===== src/logic/flash_pin_pkg.sv =====
// shared constants of the serial flash pin front end
// assumes a 10 MHz system clock and pins sampled through two flip-flops
package flash_pin_pkg;

    // ---------------------------------------------------------------
    // clock and timing
    // ---------------------------------------------------------------
    localparam int MCLK_MHZ      = 10;
    localparam int PROG_TIME_US  = 20;
    localparam int ERASE_TIME_US = 30;

    // ---------------------------------------------------------------
    // array geometry
    // ---------------------------------------------------------------
    localparam int PAGES    = 1024;
    localparam int PAGE_STD = 264;
    localparam int PAGE_BIN = 256;
    localparam int PAGE_AW  = 10;
    localparam int BUF_AW   = 9;
    localparam int SECTORS  = 8;
    localparam int SEC_AW   = 3;

    localparam logic [BUF_AW-1:0] BUF_LAST_STD = BUF_AW'(PAGE_STD - 1);
    localparam logic [BUF_AW-1:0] BUF_LAST_BIN = BUF_AW'(PAGE_BIN - 1);

    // ---------------------------------------------------------------
    // framing counts
    // ---------------------------------------------------------------
    localparam logic [2:0] BIT_LAST   = 3'h7;
    localparam logic [1:0] ABYTE_LAST = 2'h2;

    // ---------------------------------------------------------------
    // status byte bit positions
    // ---------------------------------------------------------------
    localparam int ST_READY = 7;
    localparam int ST_WP    = 2;
    localparam int ST_PROT  = 1;
    localparam int ST_BIN   = 0;

    // ---------------------------------------------------------------
    // synchronised pin vector
    // ---------------------------------------------------------------
    localparam int PIN_W   = 6;
    localparam int PIN_SCK = 0;
    localparam int PIN_SI  = 1;
    localparam int PIN_CS  = 2;
    localparam int PIN_WP  = 3;
    localparam int PIN_RES = 4;
    localparam int PIN_BIN = 5;
    // select, write protect and reset read inactive until sampled
    localparam logic [PIN_W-1:0] PIN_INIT = 6'h1C;

endpackage : flash_pin_pkg


===== src/logic/pin_sync.sv =====
// two flip-flop synchroniser for a vector of asynchronous pins
// assumes each bit is an independent level from outside the clock domain
`timescale 1ns/1ps
`default_nettype none

module pin_sync #(
    parameter int             W    = 1,
    parameter logic [W-1:0]   INIT = '0
) (
    input  wire logic         mclk_i,
    input  wire logic         rst_n_i,
    input  wire logic [W-1:0] d_i,
    output logic      [W-1:0] q_o
);

    typedef struct packed {
        logic [W-1:0] s2;
        logic [W-1:0] s1;
    } sync_t;

    sync_t q;
    sync_t d;

    always_comb begin
        d.s1 = d_i;
        d.s2 = q.s1;
    end

    always_ff @(posedge mclk_i) begin
        if (!rst_n_i) begin
            q <= {INIT, INIT};
        end else begin
            q <= d;
        end
    end

    assign q_o = q.s2;
endmodule : pin_sync

`default_nettype wire


===== src/logic/page_buffer.sv =====
// page-sized data buffer, one write port, registered read port
// assumes write address and data are stable in the write cycle
`timescale 1ns/1ps
`default_nettype none

module page_buffer #(
    parameter int DW    = 8,
    parameter int DEPTH = 264,
    parameter int AW    = 9
) (
    input  wire logic          mclk_i,
    input  wire logic          rst_n_i,
    input  wire logic          we_i,
    input  wire logic [AW-1:0] waddr_i,
    input  wire logic [DW-1:0] wdata_i,
    input  wire logic [AW-1:0] raddr_i,
    output logic      [DW-1:0] rdata_o
);

    logic [DW-1:0] mem [DEPTH];

    always_ff @(posedge mclk_i) begin
        if (we_i) begin
            mem[waddr_i] <= wdata_i;
        end
    end

    always_ff @(posedge mclk_i) begin
        if (!rst_n_i) begin
            rdata_o <= '0;
        end else begin
            rdata_o <= mem[raddr_i];
        end
    end

    // last write, kept for the read-back check only
    logic [AW-1:0] chk_addr_q;
    logic [DW-1:0] chk_data_q;

    always_ff @(posedge mclk_i) begin
        if (we_i) begin
            chk_addr_q <= waddr_i;
            chk_data_q <= wdata_i;
        end
    end
endmodule : page_buffer

`default_nettype wire


===== src/logic/serial_flash_pin_interface.sv =====
// pin-level front end of a serial flash with one page buffer
// assumes all pins are asynchronous; shift clock far slower than mclk_i
// Behaviour
// (RQ1) deselected: standby, output released
// (RQ2) ignore serial input while deselected
// (RQ3) select fall starts, select rise ends operation
// (RQ4) stay active until self-timed work ends
// (RQ5) sample input on shift clock rise
// (RQ6) update output on shift clock fall
// (RQ7) all command content arrives on serial input
// (RQ8) write protect low guards flagged sectors
// (RQ9) hardware guard independent of software enable
// (RQ10) protection flags frozen while write protect low
// (RQ11) program/erase under write protect discarded
// (RQ12) enable protection and lockdown still accepted
// (RQ13) floating write protect reads not asserted
// (RQ14) reset pin low aborts, forces idle
// (RQ15) held in reset while pin low
// (RQ16) internal power-on reset, no pin sequencing
// (RQ17) host ties unused reset pin high
// (RQ18) 1024 pages of 256/264 bytes, one buffer
// (RQ19) program and erase self-timed internally
// (RQ20) first byte after select is opcode
// (RQ21) bytes shifted most significant bit first
// (RQ22) shift clock modes 0 and 3
// (RQ23) reset discards partial bits, releases output
// (RQ24) busy while self-timed, refuse array commands
`timescale 1ns/1ps
`default_nettype none

module serial_flash_pin_interface
    import flash_pin_pkg::*;
#(
    parameter logic [7:0] OP_BUF_WR    = 8'h10,
    parameter logic [7:0] OP_BUF_RD    = 8'h11,
    parameter logic [7:0] OP_PROG      = 8'h20,
    parameter logic [7:0] OP_ERASE     = 8'h21,
    parameter logic [7:0] OP_STATUS    = 8'h30,
    parameter logic [7:0] OP_PROT_WR   = 8'h40,
    parameter logic [7:0] OP_PROT_EN   = 8'h41,
    parameter logic [7:0] OP_PROT_DIS  = 8'h42,
    parameter logic [7:0] OP_LOCK      = 8'h43,
    parameter int         PROG_CYCLES  = PROG_TIME_US * MCLK_MHZ,
    parameter int         ERASE_CYCLES = ERASE_TIME_US * MCLK_MHZ
) (
    input  wire logic               mclk_i,
    input  wire logic               rst_n_i,
    input  wire logic               sck_i,
    input  wire logic               si_i,
    input  wire logic               cs_n_i,
    input  wire logic               wp_n_i,
    input  wire logic               hw_rst_n_i,
    input  wire logic               page_bin_i,
    output logic                    so_o,
    output logic                    so_oe_o,
    output logic                    busy_o,
    output logic                    standby_o,
    output logic                    arr_start_o,
    output logic                    arr_erase_o,
    output logic      [PAGE_AW-1:0] arr_page_o
);

    // ---------------------------------------------------------------
    // state
    // ---------------------------------------------------------------
    typedef enum logic [2:0] {
        FR_IDLE, FR_OPC, FR_ADDR, FR_WDATA, FR_RDATA, FR_HOLD, FR_DISCARD
    } frame_t;

    typedef struct packed {
        frame_t               fsm;
        logic                 sck_d;
        logic                 cs_d;
        logic [7:0]           sh;
        logic [2:0]           bits;
        logic [7:0]           op;
        logic [23:0]          addr;
        logic [1:0]           abyte;
        logic [BUF_AW-1:0]    bptr;
        logic [7:0]           oreg;
        logic [2:0]           obit;
        logic                 so;
        logic                 so_oe;
        logic                 busy;
        logic [15:0]          cnt;
        logic                 standby;
        logic [SECTORS-1:0]   prot;
        logic [SECTORS-1:0]   lock;
        logic                 sw_en;
        logic                 arr_start;
        logic                 arr_erase;
        logic [PAGE_AW-1:0]   arr_page;
    } state_t;

    localparam state_t RST_STATE = '{fsm: FR_IDLE, cs_d: 1'b1, standby: 1'b1, default: '0};

    state_t q;
    state_t d;

    // ---------------------------------------------------------------
    // helpers
    // ---------------------------------------------------------------
    function automatic logic [PAGE_AW-1:0] page_of(input logic [23:0] a, input logic bin);
        page_of = bin ? a[PAGE_AW+7:8] : a[PAGE_AW+8:9];
    endfunction : page_of

    function automatic logic [BUF_AW-1:0] byte_of(input logic [23:0] a, input logic bin);
        byte_of = bin ? {1'b0, a[7:0]} : a[BUF_AW-1:0];
    endfunction : byte_of

    function automatic logic [BUF_AW-1:0] next_ptr(input logic [BUF_AW-1:0] p,
                                                   input logic bin);
        next_ptr = (p == (bin ? BUF_LAST_BIN : BUF_LAST_STD)) ? '0 : p + 1'b1;
    endfunction : next_ptr

    function automatic logic is_array(input logic [7:0] op);
        is_array = (op == OP_PROG) || (op == OP_ERASE);
    endfunction : is_array

    function automatic logic has_addr(input logic [7:0] op);
        has_addr = is_array(op) || op == OP_LOCK || op == OP_BUF_RD || op == OP_BUF_WR;
    endfunction : has_addr

    // ---------------------------------------------------------------
    // pin sampling
    // ---------------------------------------------------------------
    logic [PIN_W-1:0] pins_s;

    // reset values hold the protect and reset pins inactive until they are first sampled
    pin_sync #(
        .W    (PIN_W),
        .INIT (PIN_INIT)        // RQ13 RQ16
    ) i_pin_sync (
        .mclk_i  (mclk_i),
        .rst_n_i (rst_n_i),
        .d_i     ({page_bin_i, hw_rst_n_i, wp_n_i, cs_n_i, si_i, sck_i}),
        .q_o     (pins_s)
    );

    logic sck_s, si_s, cs_n_s, wp_n_s, res_n_s, bin_s;
    assign sck_s   = pins_s[PIN_SCK];
    assign si_s    = pins_s[PIN_SI];
    assign cs_n_s  = pins_s[PIN_CS];
    assign wp_n_s  = pins_s[PIN_WP];
    assign res_n_s = pins_s[PIN_RES];
    assign bin_s   = pins_s[PIN_BIN];

    logic sck_rise, sck_fall, cs_fall, cs_rise, byte_done;
    assign sck_rise  = sck_s && !q.sck_d;       // RQ22
    assign sck_fall  = !sck_s && q.sck_d;
    assign cs_fall   = q.cs_d && !cs_n_s;
    assign cs_rise   = !q.cs_d && cs_n_s;
    assign byte_done = sck_rise && q.bits == BIT_LAST;

    // ---------------------------------------------------------------
    // page buffer
    // ---------------------------------------------------------------
    logic       mem_we;
    logic [7:0] mem_rdata;
    logic [7:0] sh_next;
    logic [7:0] status;
    logic [7:0] out_byte;
    logic [23:0] addr_next;

    assign sh_next   = {q.sh[6:0], si_s};       // RQ21
    assign addr_next = {q.addr[15:0], sh_next};

    page_buffer #(
        .DW    (8),
        .DEPTH (PAGE_STD),
        .AW    (BUF_AW)
    ) i_page_buffer (
        .mclk_i  (mclk_i),
        .rst_n_i (rst_n_i),
        .we_i    (mem_we),
        .waddr_i (q.bptr),
        .wdata_i (sh_next),
        .raddr_i (q.bptr),
        .rdata_o (mem_rdata)
    );

    always_comb begin
        status           = 8'h00;
        status[ST_READY] = !q.busy;             // RQ24
        status[ST_WP]    = !wp_n_s;
        status[ST_PROT]  = q.sw_en;
        status[ST_BIN]   = bin_s;
    end

    assign out_byte = (q.op == OP_STATUS) ? status : mem_rdata;

    // ---------------------------------------------------------------
    // protection
    // ---------------------------------------------------------------
    logic [PAGE_AW-1:0] pg;
    logic [SEC_AW-1:0]  sec;
    logic               guarded;

    assign pg      = page_of(q.addr, bin_s);    // RQ18
    assign sec     = pg[PAGE_AW-1 -: SEC_AW];
    assign guarded = q.lock[sec] || (q.prot[sec] && (q.sw_en || !wp_n_s)); // RQ8 RQ9

    // ---------------------------------------------------------------
    // next state
    // ---------------------------------------------------------------
    always_comb begin
        d           = q;
        d.sck_d     = sck_s;
        d.cs_d      = cs_n_s;
        d.arr_start = 1'b0;
        mem_we      = 1'b0;
        if (q.busy) begin
            if (q.cnt == 16'h0000) begin
                d.busy = 1'b0;                  // RQ19
            end else begin
                d.cnt = q.cnt - 16'h0001;
            end
        end
        if (sck_rise && q.fsm != FR_IDLE && q.fsm != FR_RDATA) begin
            d.sh   = sh_next;                   // RQ5 RQ7
            d.bits = q.bits + 3'h1;
        end
        unique case (q.fsm)
            FR_IDLE: if (cs_fall) begin         // RQ2 RQ3
                d.fsm   = FR_OPC;
                d.bits  = 3'h0;
                d.abyte = 2'h0;
                d.obit  = 3'h0;
                d.bptr  = '0;
            end
            FR_OPC: if (byte_done) begin        // RQ20
                d.op = sh_next;
                if (is_array(sh_next) && (!wp_n_s || q.busy)) begin
                    d.fsm = FR_DISCARD;         // RQ11 RQ24
                end else if (sh_next == OP_STATUS) begin
                    d.fsm = FR_RDATA;
                end else if (sh_next == OP_PROT_WR) begin
                    d.fsm = FR_WDATA;
                end else if (sh_next == OP_PROT_EN || sh_next == OP_PROT_DIS) begin
                    d.fsm = FR_HOLD;
                end else if (has_addr(sh_next)) begin
                    d.fsm = FR_ADDR;
                end else begin
                    d.fsm = FR_DISCARD;
                end
            end
            FR_ADDR: if (byte_done) begin
                d.addr  = addr_next;
                d.abyte = q.abyte + 2'h1;
                if (q.abyte == ABYTE_LAST) begin
                    d.bptr = byte_of(addr_next, bin_s);
                    if (q.op == OP_BUF_RD) begin
                        d.fsm = FR_RDATA;
                    end else if (q.op == OP_BUF_WR) begin
                        d.fsm = FR_WDATA;
                    end else begin
                        d.fsm = FR_HOLD;
                    end
                end
            end
            FR_WDATA: if (byte_done) begin
                d.bptr = next_ptr(q.bptr, bin_s);
                if (q.op == OP_PROT_WR) begin
                    if (wp_n_s && q.bptr < BUF_AW'(SECTORS)) begin
                        d.prot[q.bptr[SEC_AW-1:0]] = |sh_next;  // RQ10
                    end
                end else begin
                    mem_we = 1'b1;
                end
            end
            FR_RDATA: if (sck_fall) begin       // RQ6 RQ21
                d.so_oe = 1'b1;
                d.obit  = q.obit + 3'h1;
                if (q.obit == 3'h0) begin
                    d.so   = out_byte[7];
                    d.oreg = {out_byte[6:0], 1'b0};
                    if (q.op != OP_STATUS) begin
                        d.bptr = next_ptr(q.bptr, bin_s);
                    end
                end else begin
                    d.so   = q.oreg[7];
                    d.oreg = {q.oreg[6:0], 1'b0};
                end
            end
            FR_HOLD, FR_DISCARD: begin
            end
        endcase
        if (cs_rise && q.fsm != FR_IDLE) begin
            d.fsm   = FR_IDLE;                  // RQ3
            d.so_oe = 1'b0;                     // RQ1
            if (q.fsm == FR_HOLD) begin
                if (is_array(q.op) && wp_n_s && !q.busy && !guarded) begin
                    d.busy      = 1'b1;         // RQ19 RQ24
                    d.cnt       = (q.op == OP_ERASE) ? 16'(ERASE_CYCLES - 1)
                                                     : 16'(PROG_CYCLES - 1);
                    d.arr_start = 1'b1;
                    d.arr_erase = (q.op == OP_ERASE);
                    d.arr_page  = pg;
                end
                if (q.op == OP_PROT_EN) begin
                    d.sw_en = 1'b1;             // RQ12
                end
                if (q.op == OP_PROT_DIS) begin
                    d.sw_en = 1'b0;
                end
                if (q.op == OP_LOCK) begin
                    d.lock[sec] = 1'b1;         // RQ12
                end
            end
        end
        if (!res_n_s) begin                     // RQ14 RQ15 RQ17 RQ23
            d.fsm       = FR_IDLE;
            d.bits      = 3'h0;
            d.abyte     = 2'h0;
            d.busy      = 1'b0;
            d.cnt       = 16'h0000;
            d.so_oe     = 1'b0;
            d.arr_start = 1'b0;
            mem_we      = 1'b0;
        end
        d.standby = cs_n_s && !d.busy;          // RQ1 RQ4
    end

    always_ff @(posedge mclk_i) begin
        if (!rst_n_i) begin
            q <= RST_STATE;                     // RQ16
        end else begin
            q <= d;
        end
    end

    assign so_o        = q.so;
    assign so_oe_o     = q.so_oe;
    assign busy_o      = q.busy;
    assign standby_o   = q.standby;
    assign arr_start_o = q.arr_start;
    assign arr_erase_o = q.arr_erase;
    assign arr_page_o  = q.arr_page;

    localparam int BUSY_MAX = (PROG_CYCLES > ERASE_CYCLES) ? PROG_CYCLES : ERASE_CYCLES;
endmodule : serial_flash_pin_interface

`default_nettype wire


===== config.mk =====
export PLATFORM = sky130hd
export DESIGN_NAME = serial_flash_pin_interface
export DESIGN_NICKNAME = d
export VERILOG_FILES = /design/src/logic/flash_pin_pkg.sv /design/src/logic/pin_sync.sv /design/src/logic/page_buffer.sv /design/src/logic/serial_flash_pin_interface.sv
export SDC_FILE = /design/constraint.sdc
export NUM_CORES = 2
export LEC_CHECK = 0
export ABC_AREA = 1
export BUFFER_PORTS_ARGS = -buffer_cell sky130_fd_sc_hd__buf_4
export CAP_MARGIN = 10
export CORE_MARGIN = 3
export CORE_UTILIZATION = 35
export DETAILED_ROUTE_END_ITERATION = 10
export GPL_TIMING_DRIVEN = 0
export PLACE_DENSITY = 0.51
export SYNTH_ARGS = -nofsm -noshare
export SYNTH_HDL_FRONTEND = slang
export SYNTH_SLANG_ARGS = --single-unit

===== constraint.sdc =====
create_clock -name mclk_i -period 9.6 [get_ports mclk_i]
set_input_delay 0 -clock mclk_i [delete_from_list [all_inputs] [get_ports mclk_i]]
set_output_delay 0 -clock mclk_i [all_outputs]
set_load 0.02 [all_outputs]

Word level (Yosys, flattened, before mapping)
Memory sizes are Yosys's and may differ from the RTL's. A register that Yosys moved wholly into a read port is not among the register bits.
Cells that the tools add are included.
- word-level logic and storage cells: 192
- bits in latches: 0
- memory bits (read-only): 0
- bits of input ports: 8
- memories: 1
- RAM bits: 2112
- register bits: 125
- output and inout bits: 16
- memories (name ; words ; width ; rd ports ; clocked after memory_dff ; wr ports ; line ; text):
    i_page_buffer.mem ; 264 ; 8 ; 1 ; 1 ; 1 ; page_buffer.sv:20 ; logic [DW-1:0] mem [DEPTH];
- add/subtract/negate cells: 5
- $lt $le $gt $ge: 5
- equality and inequality tests: 36
- divide/modulo/power cells: 0
- bitwise logic cells: 3
- multipliers: 0
- multiplexer cells: 59
- reductions and logical operators: 59
- shift-type cells: 0
- operators with widths (operator ; number):
    two-way mux 17 bit ; 5
    two-way mux 9 bit ; 8
    == test 8 x 7 -> 1 bit (second input constant) ; 8
    == test 8 x 6 -> 1 bit (second input constant) ; 6
    two-way mux 3 bit ; 15
    case mux 9 bit (4 select lines) ; 1
    == test 8 x 5 -> 1 bit (second input constant) ; 4
    two-way mux 11 bit ; 2
    two-way mux 22 bit ; 1
    logical AND 1 bit ; 17
    logical NOT 16 bit ; 1
    two-way mux 16 bit ; 1
    two-way mux 8 bit ; 2
    != test 2 bit (second input constant) ; 8
    subtractor 16 x 1 -> 16 bit (second input constant) ; 1
    AND reduction 3 bit ; 5
    two-way mux 1 bit ; 14
    two-way mux 12 bit ; 1
    two-way mux 10 bit ; 1
    adder 9 x 1 -> 9 bit (second input constant) ; 1
    == test 3 bit (second input constant) ; 3
    == test 9 bit ; 1
    logical NOT 1 bit ; 9
    logical OR 1 bit ; 9
    other kinds (28) ; 43

Logic depth before layout (Yosys ltp)
- depth after elaboration: 13
- mapped depth: 15

By module
A second synthesis with hierarchy kept.
- cells, all modules: 8119
- area total of the unflattened synthesis: 91868.1 µm²
- modules (own cells, without submodules) (module ; times used ; cells each ; sequential area each (µm²) ; area an instance (µm²)):
    page_buffer ; 1 ; 7256 ; 63581.0 ; 85869.9
    serial_flash_pin_interface ; 1 ; 826 ; 2242.2 ; 5656.7
    pin_sync ; 1 ; 37 ; 240.2 ; 341.6

Worst setup path after synthesis
Ideal clock, no wire load.
- path kind: register to register
- start: register q (netlist bit addr_next[5])
- end: register q[116] in the netlist's numbering
- path slack: 3.900 ns
- cell stages (with the launch flop): 6
- path buffers: 0
- data arrival time: 5.576 ns
- required time: 9.475 ns
- cells stage by stage: dfxtp_1 clkinv_1 nand4_1 a211oi_1 o41ai_1 inv_1
- word-level cells in the longest chain between the ends: 8
- elaborated cells on any way between the ends: 15
- classes of those cells: eq/ne (6); mux (6); reduce/logical (3)
- RTL lines (element ; line ; text):
    start: declaration ; serial_flash_pin_interface.sv:97 ; state_t q;
    start signal: assignment ; serial_flash_pin_interface.sv:326 ; q <= RST_STATE;
    start signal: assignment ; serial_flash_pin_interface.sv:328 ; q <= d;
    == test 8 x 7 -> 1 bit ; serial_flash_pin_interface.sv:239 ; end else if (sh_next == OP_PROT_EN || sh_next == OP_PROT_DIS) begin
    logical OR 1 bit ; serial_flash_pin_interface.sv:239 ;
    two-way mux 3 bit ; serial_flash_pin_interface.sv:239 ;
    two-way mux 3 bit ; serial_flash_pin_interface.sv:237 ; end else if (sh_next == OP_PROT_WR) begin
    two-way mux 3 bit ; serial_flash_pin_interface.sv:235 ; end else if (sh_next == OP_STATUS) begin
    two-way mux 3 bit * ; serial_flash_pin_interface.sv:233 ; if (is_array(sh_next) && (!wp_n_s || q.busy)) begin
    two-way mux 3 bit * ; serial_flash_pin_interface.sv:231 ; FR_OPC: if (byte_done) begin
    case mux 3 bit (3 select lines) * ; serial_flash_pin_interface.sv:223 ; unique case (q.fsm)
Mark *: on every way between the ends. The rest lies on a longest branch, timed or not. The select of a mux whose other input is x is not followed.
A chain may end at the register's enable or synchronous reset.

Worst setup path in the final report
- start: register q[60] in the netlist's numbering
- end: memory i_page_buffer.mem[66][4] (enable)
- RTL lines (element ; line):
    end: declaration ; page_buffer.sv:20
No word-level cell before the write port.

==> flow_summary.yaml <==
cells_and_area:
  multiInputGateArea_um2: 23400
  layout.cells.non_filler: 13251
  fillerInstances: 25889
  syn2layout_area_growth_pct: 16.2
  layout-drive-gt1-share_pct: 10.1
  fin_nets: 9518
  fin_util_pct: 40.9
  seqCellArea_um2: 66100
pwr:
  power_mw: 20.7
  vdd_drop_max_uv: 155
  p_switching_mw: 4.49
  p_seq_share_pct: 52.1
  clockPowerShare_pct: 45.4
  swShare_pct: 21.7
  p_per_area_nw_per_um2: 189
  leakage_nw: 43.9
  p_comb_share_pct: 2.5
  p_int_mw: 16.2
synthesis:
  synth.most_common_cell: "nand2_1"
  synth_area_um2: 94600
  synthTopCellsByArea: "edfxtp_1 (67%), nand2_1 (12%), nor2_1 (4.1%), nand3_1 (4.1%), inv_1 (3.4%)"
  synth_top_area_share_pct: 67.0
  yosysUniqueCellTypes: 49
  synth-main-ff-cell: "edfxtp_1"
  ys_ff_latch: 2244
  synth-edff-count: 2112
  avgSynthCellArea_um2: 10.4
  synth_nets: 9086
  yosysWarningCount: 0
  synth_top_cell_by_area: "edfxtp_1"
  synthTopCellsByCount: "nand2_1 (2988), edfxtp_1 (2112), nor2_1 (1043)"
  yosysSeqAreaShare_pct: 69.8
  netlist_instances: 9068
  async_reset_ff_share_pct: 0
route:
  antenna_left: 0
  drc_errors: 0
  drt_iter0_drc: 11863
  routed_wl_um: 438000
  via_per_inst: 5.47
  wl_per_cell_um: 33.1
  dr.pass1.iters: 10
  vias: 72495
worst_setup_path:
  critPathMaxStageDelay_ps: 1050
  timing.rr.start: "q[60]$_SDFFE_PN0P_"
  crit_fanout: 11
  crit_path_start: "q[60]$_SDFFE_PN0P_"
  crit_path_start_kind: "flop"
  worstSetupPathType: "reg -> reg"
  crit_path_end_kind: "flop"
  cp_slowest_cell: "nor2_1"
  crit_buf_inv: 5
  required_ps: 10120
  cp.arrival_ps: 6900
  crit_family: "buffers and inverters"
  path_cells: "inv_2 -> clkbuf_1 -> clkbuf_1 -> ha_1 -> inv_1 -> nor2_1 -> nand2_1 -> buf_2 -> nor2_1"
grt:
  grt_pass1_vias: 65308
  grt_remaining_overflow: 0
  grt_max_degree: 87
  grt_pass1_wl_um: 579000
  antenna_found_initial: 37
  grt_use_total_pct: 30.8
die:
  initial_core_util_pct: 35.2
  fp.dieH_um: 526
  row_count: 190
  pin_count: 24
  coreArea_um2: 268000
  die_x_um: 526
  die_area_um2: 277000
job:
  cap_violations: 2
placement:
  dpl.cell_count: 12779
  pre_cts_ws_ps: 3570
  gp_congestion: 0.997
  place_hpwl_um: 313000
  portBuffers: 22
cts:
  cts_tree: "yes"
  h-tree-depth: 4
  cts.sinks: 2244
  clk_latency_ps: 970
  clk_path_buf_depth: 4
  cts-buffers-inserted: 243
  root_buffer: "clkbuf_16"
  cts.clk_slew.worst_paths_ps: 60
hold_path:
  hold_path.class: "in -> reg"
  min_from: "rst_n_i"
sta:
  min_period_ps: 6380
  worst_slew_pin_slew_ps: 1530
  fmax_mhz: 157
  finalSetupViolCount: 0
  skew_ps: 61.8
  slew_violations: 15
  relSlewSlack_pct: -2.01
  finalCritPeriodShare_pct: 66.5
  rsz0062_at_grt: "no"
  final-hold-violation-count: 0
  setup_ws_ps: 3220
  fin_setup_tns_ps: 0
status:
  status: "finished with violations"
  violations: "max-capacitance violations, max-slew violations"
[sequential cells by signal, indices dropped and copies added, names as in the netlist, 6 cells and up]
register	flops
i_pin_sync.q_o	6
i_page_buffer.rdata_o	8
arr_page_o	10
i_pin_sync.d	6
i_page_buffer.mem	2112
addr_next	23
q	73
[logic make-up (layout without fill, tap and decap cells)]
kind of cell,count (synthesis),after routing,share of synthesized area [%]
adders and majority gates,10,10,0.132
DFF,2244,2244,69.8
other,0,16,0
xor gates and xnor gates,20,20,0.185
AOI/OAI and AO/OA,376,376,2.23
muxes,5,5,0.0529
and+or+nand+nor,5076,5076,21.9
buffers and inverters,1337,1952,5.66
[cells in the final DEF (no fill, tap or decap), types with 9 or more instances in the layout]
cell type	count
o21ai_0	108
or2_0	16
or2_2	110
ha_1	10
a211oi_1	11
clkbuf_16	246
nand3_1	773
diode_2	16
clkbuf_2	12
o211ai_1	35
clkinv_2	39
clkbuf_1	229
nand4_1	89
buf_2	209
clkinv_1	54
nor3_1	16
a31oi_1	10
clkbuf_8	9
nor2_1	962
inv_1	856
a22oi_1	11
xor2_1	12
bufinv_16	25
nand2_1	2988
nor2_2	91
inv_2	12
dfxtp_1	124
buf_6	34
o21ai_1	43
buf_8	63
a21oi_1	136
buf_16	37
buf_1	45
edfxtp_1	2112
buf_4	49
dlygate4sd3_1	16
or2_1	9
[what timing repair did]
item	4_1_cts	5_1_grt
setup endpoints to repair	0	0
hold buffers	16	0
buffers inserted	0	0
gates resized for setup	0	0
endpoints found under the hold margin	75	0
[worst register-to-register path, stage by stage (launching register included)]
cell,delay [ps]
dfxtp_1,540
inv_2,460
clkbuf_1,900
clkbuf_1,1010
ha_1,310
inv_1,50
nor2_1,220
nand2_1,720
buf_2,700
nor2_1,1070
[per-layer routing]
layer  global-route usage [%]  routed length, um
met1                     42.1             172000
met2                     44.3             183000
met3                     9.02              56400
met4                     15.9              26600
met5                        0                 89
[path summary, 6_finish.rpt]
path	cells past startpoint	to	slack (ps)
max	9	i_page_buffer.mem[66][4]$_DFFE_PP_	3220
min	4	so_o$_SDFFE_PN0P_	160
max reg2reg	9	i_page_buffer.mem[66][4]$_DFFE_PP_	3220
min reg2reg	1	i_pin_sync.q_o[3]$_SDFF_PN1_	420
[metrics by stage]
step           area (um^2)  hold slack (ps)
2_1_floorplan        94600             97.6
3_3_place_gp         99200              191
3_5_place_dp        102000              192
4_1_cts             110000             87.3
5_1_grt             110000              195
6_report            110000              156
[power groups by stage]
stage,combinational (mW),sequential (mW),clock (mW)
floorplan,0.140,11.1,0
global placement,0.231,11.3,0
detailed placement,0.494,11.0,0
CTS,0.499,10.8,9.44
global route,0.535,10.8,9.83
finish,0.512,10.8,9.42
[layout make-up]
cell class	instances	area share, %
flip-flops and latches	2244	60.2
clock buffers	301	5.85
inverters	873	2.99
multi-input cells	5487	21.3
clock inverters	127	1.17
repair buffers	187	2.58
plain buffers	464	1.91
diodes	16	0.0364
well taps	3552	4.05
No activity file was read; power rests on OpenSTA's default activity.
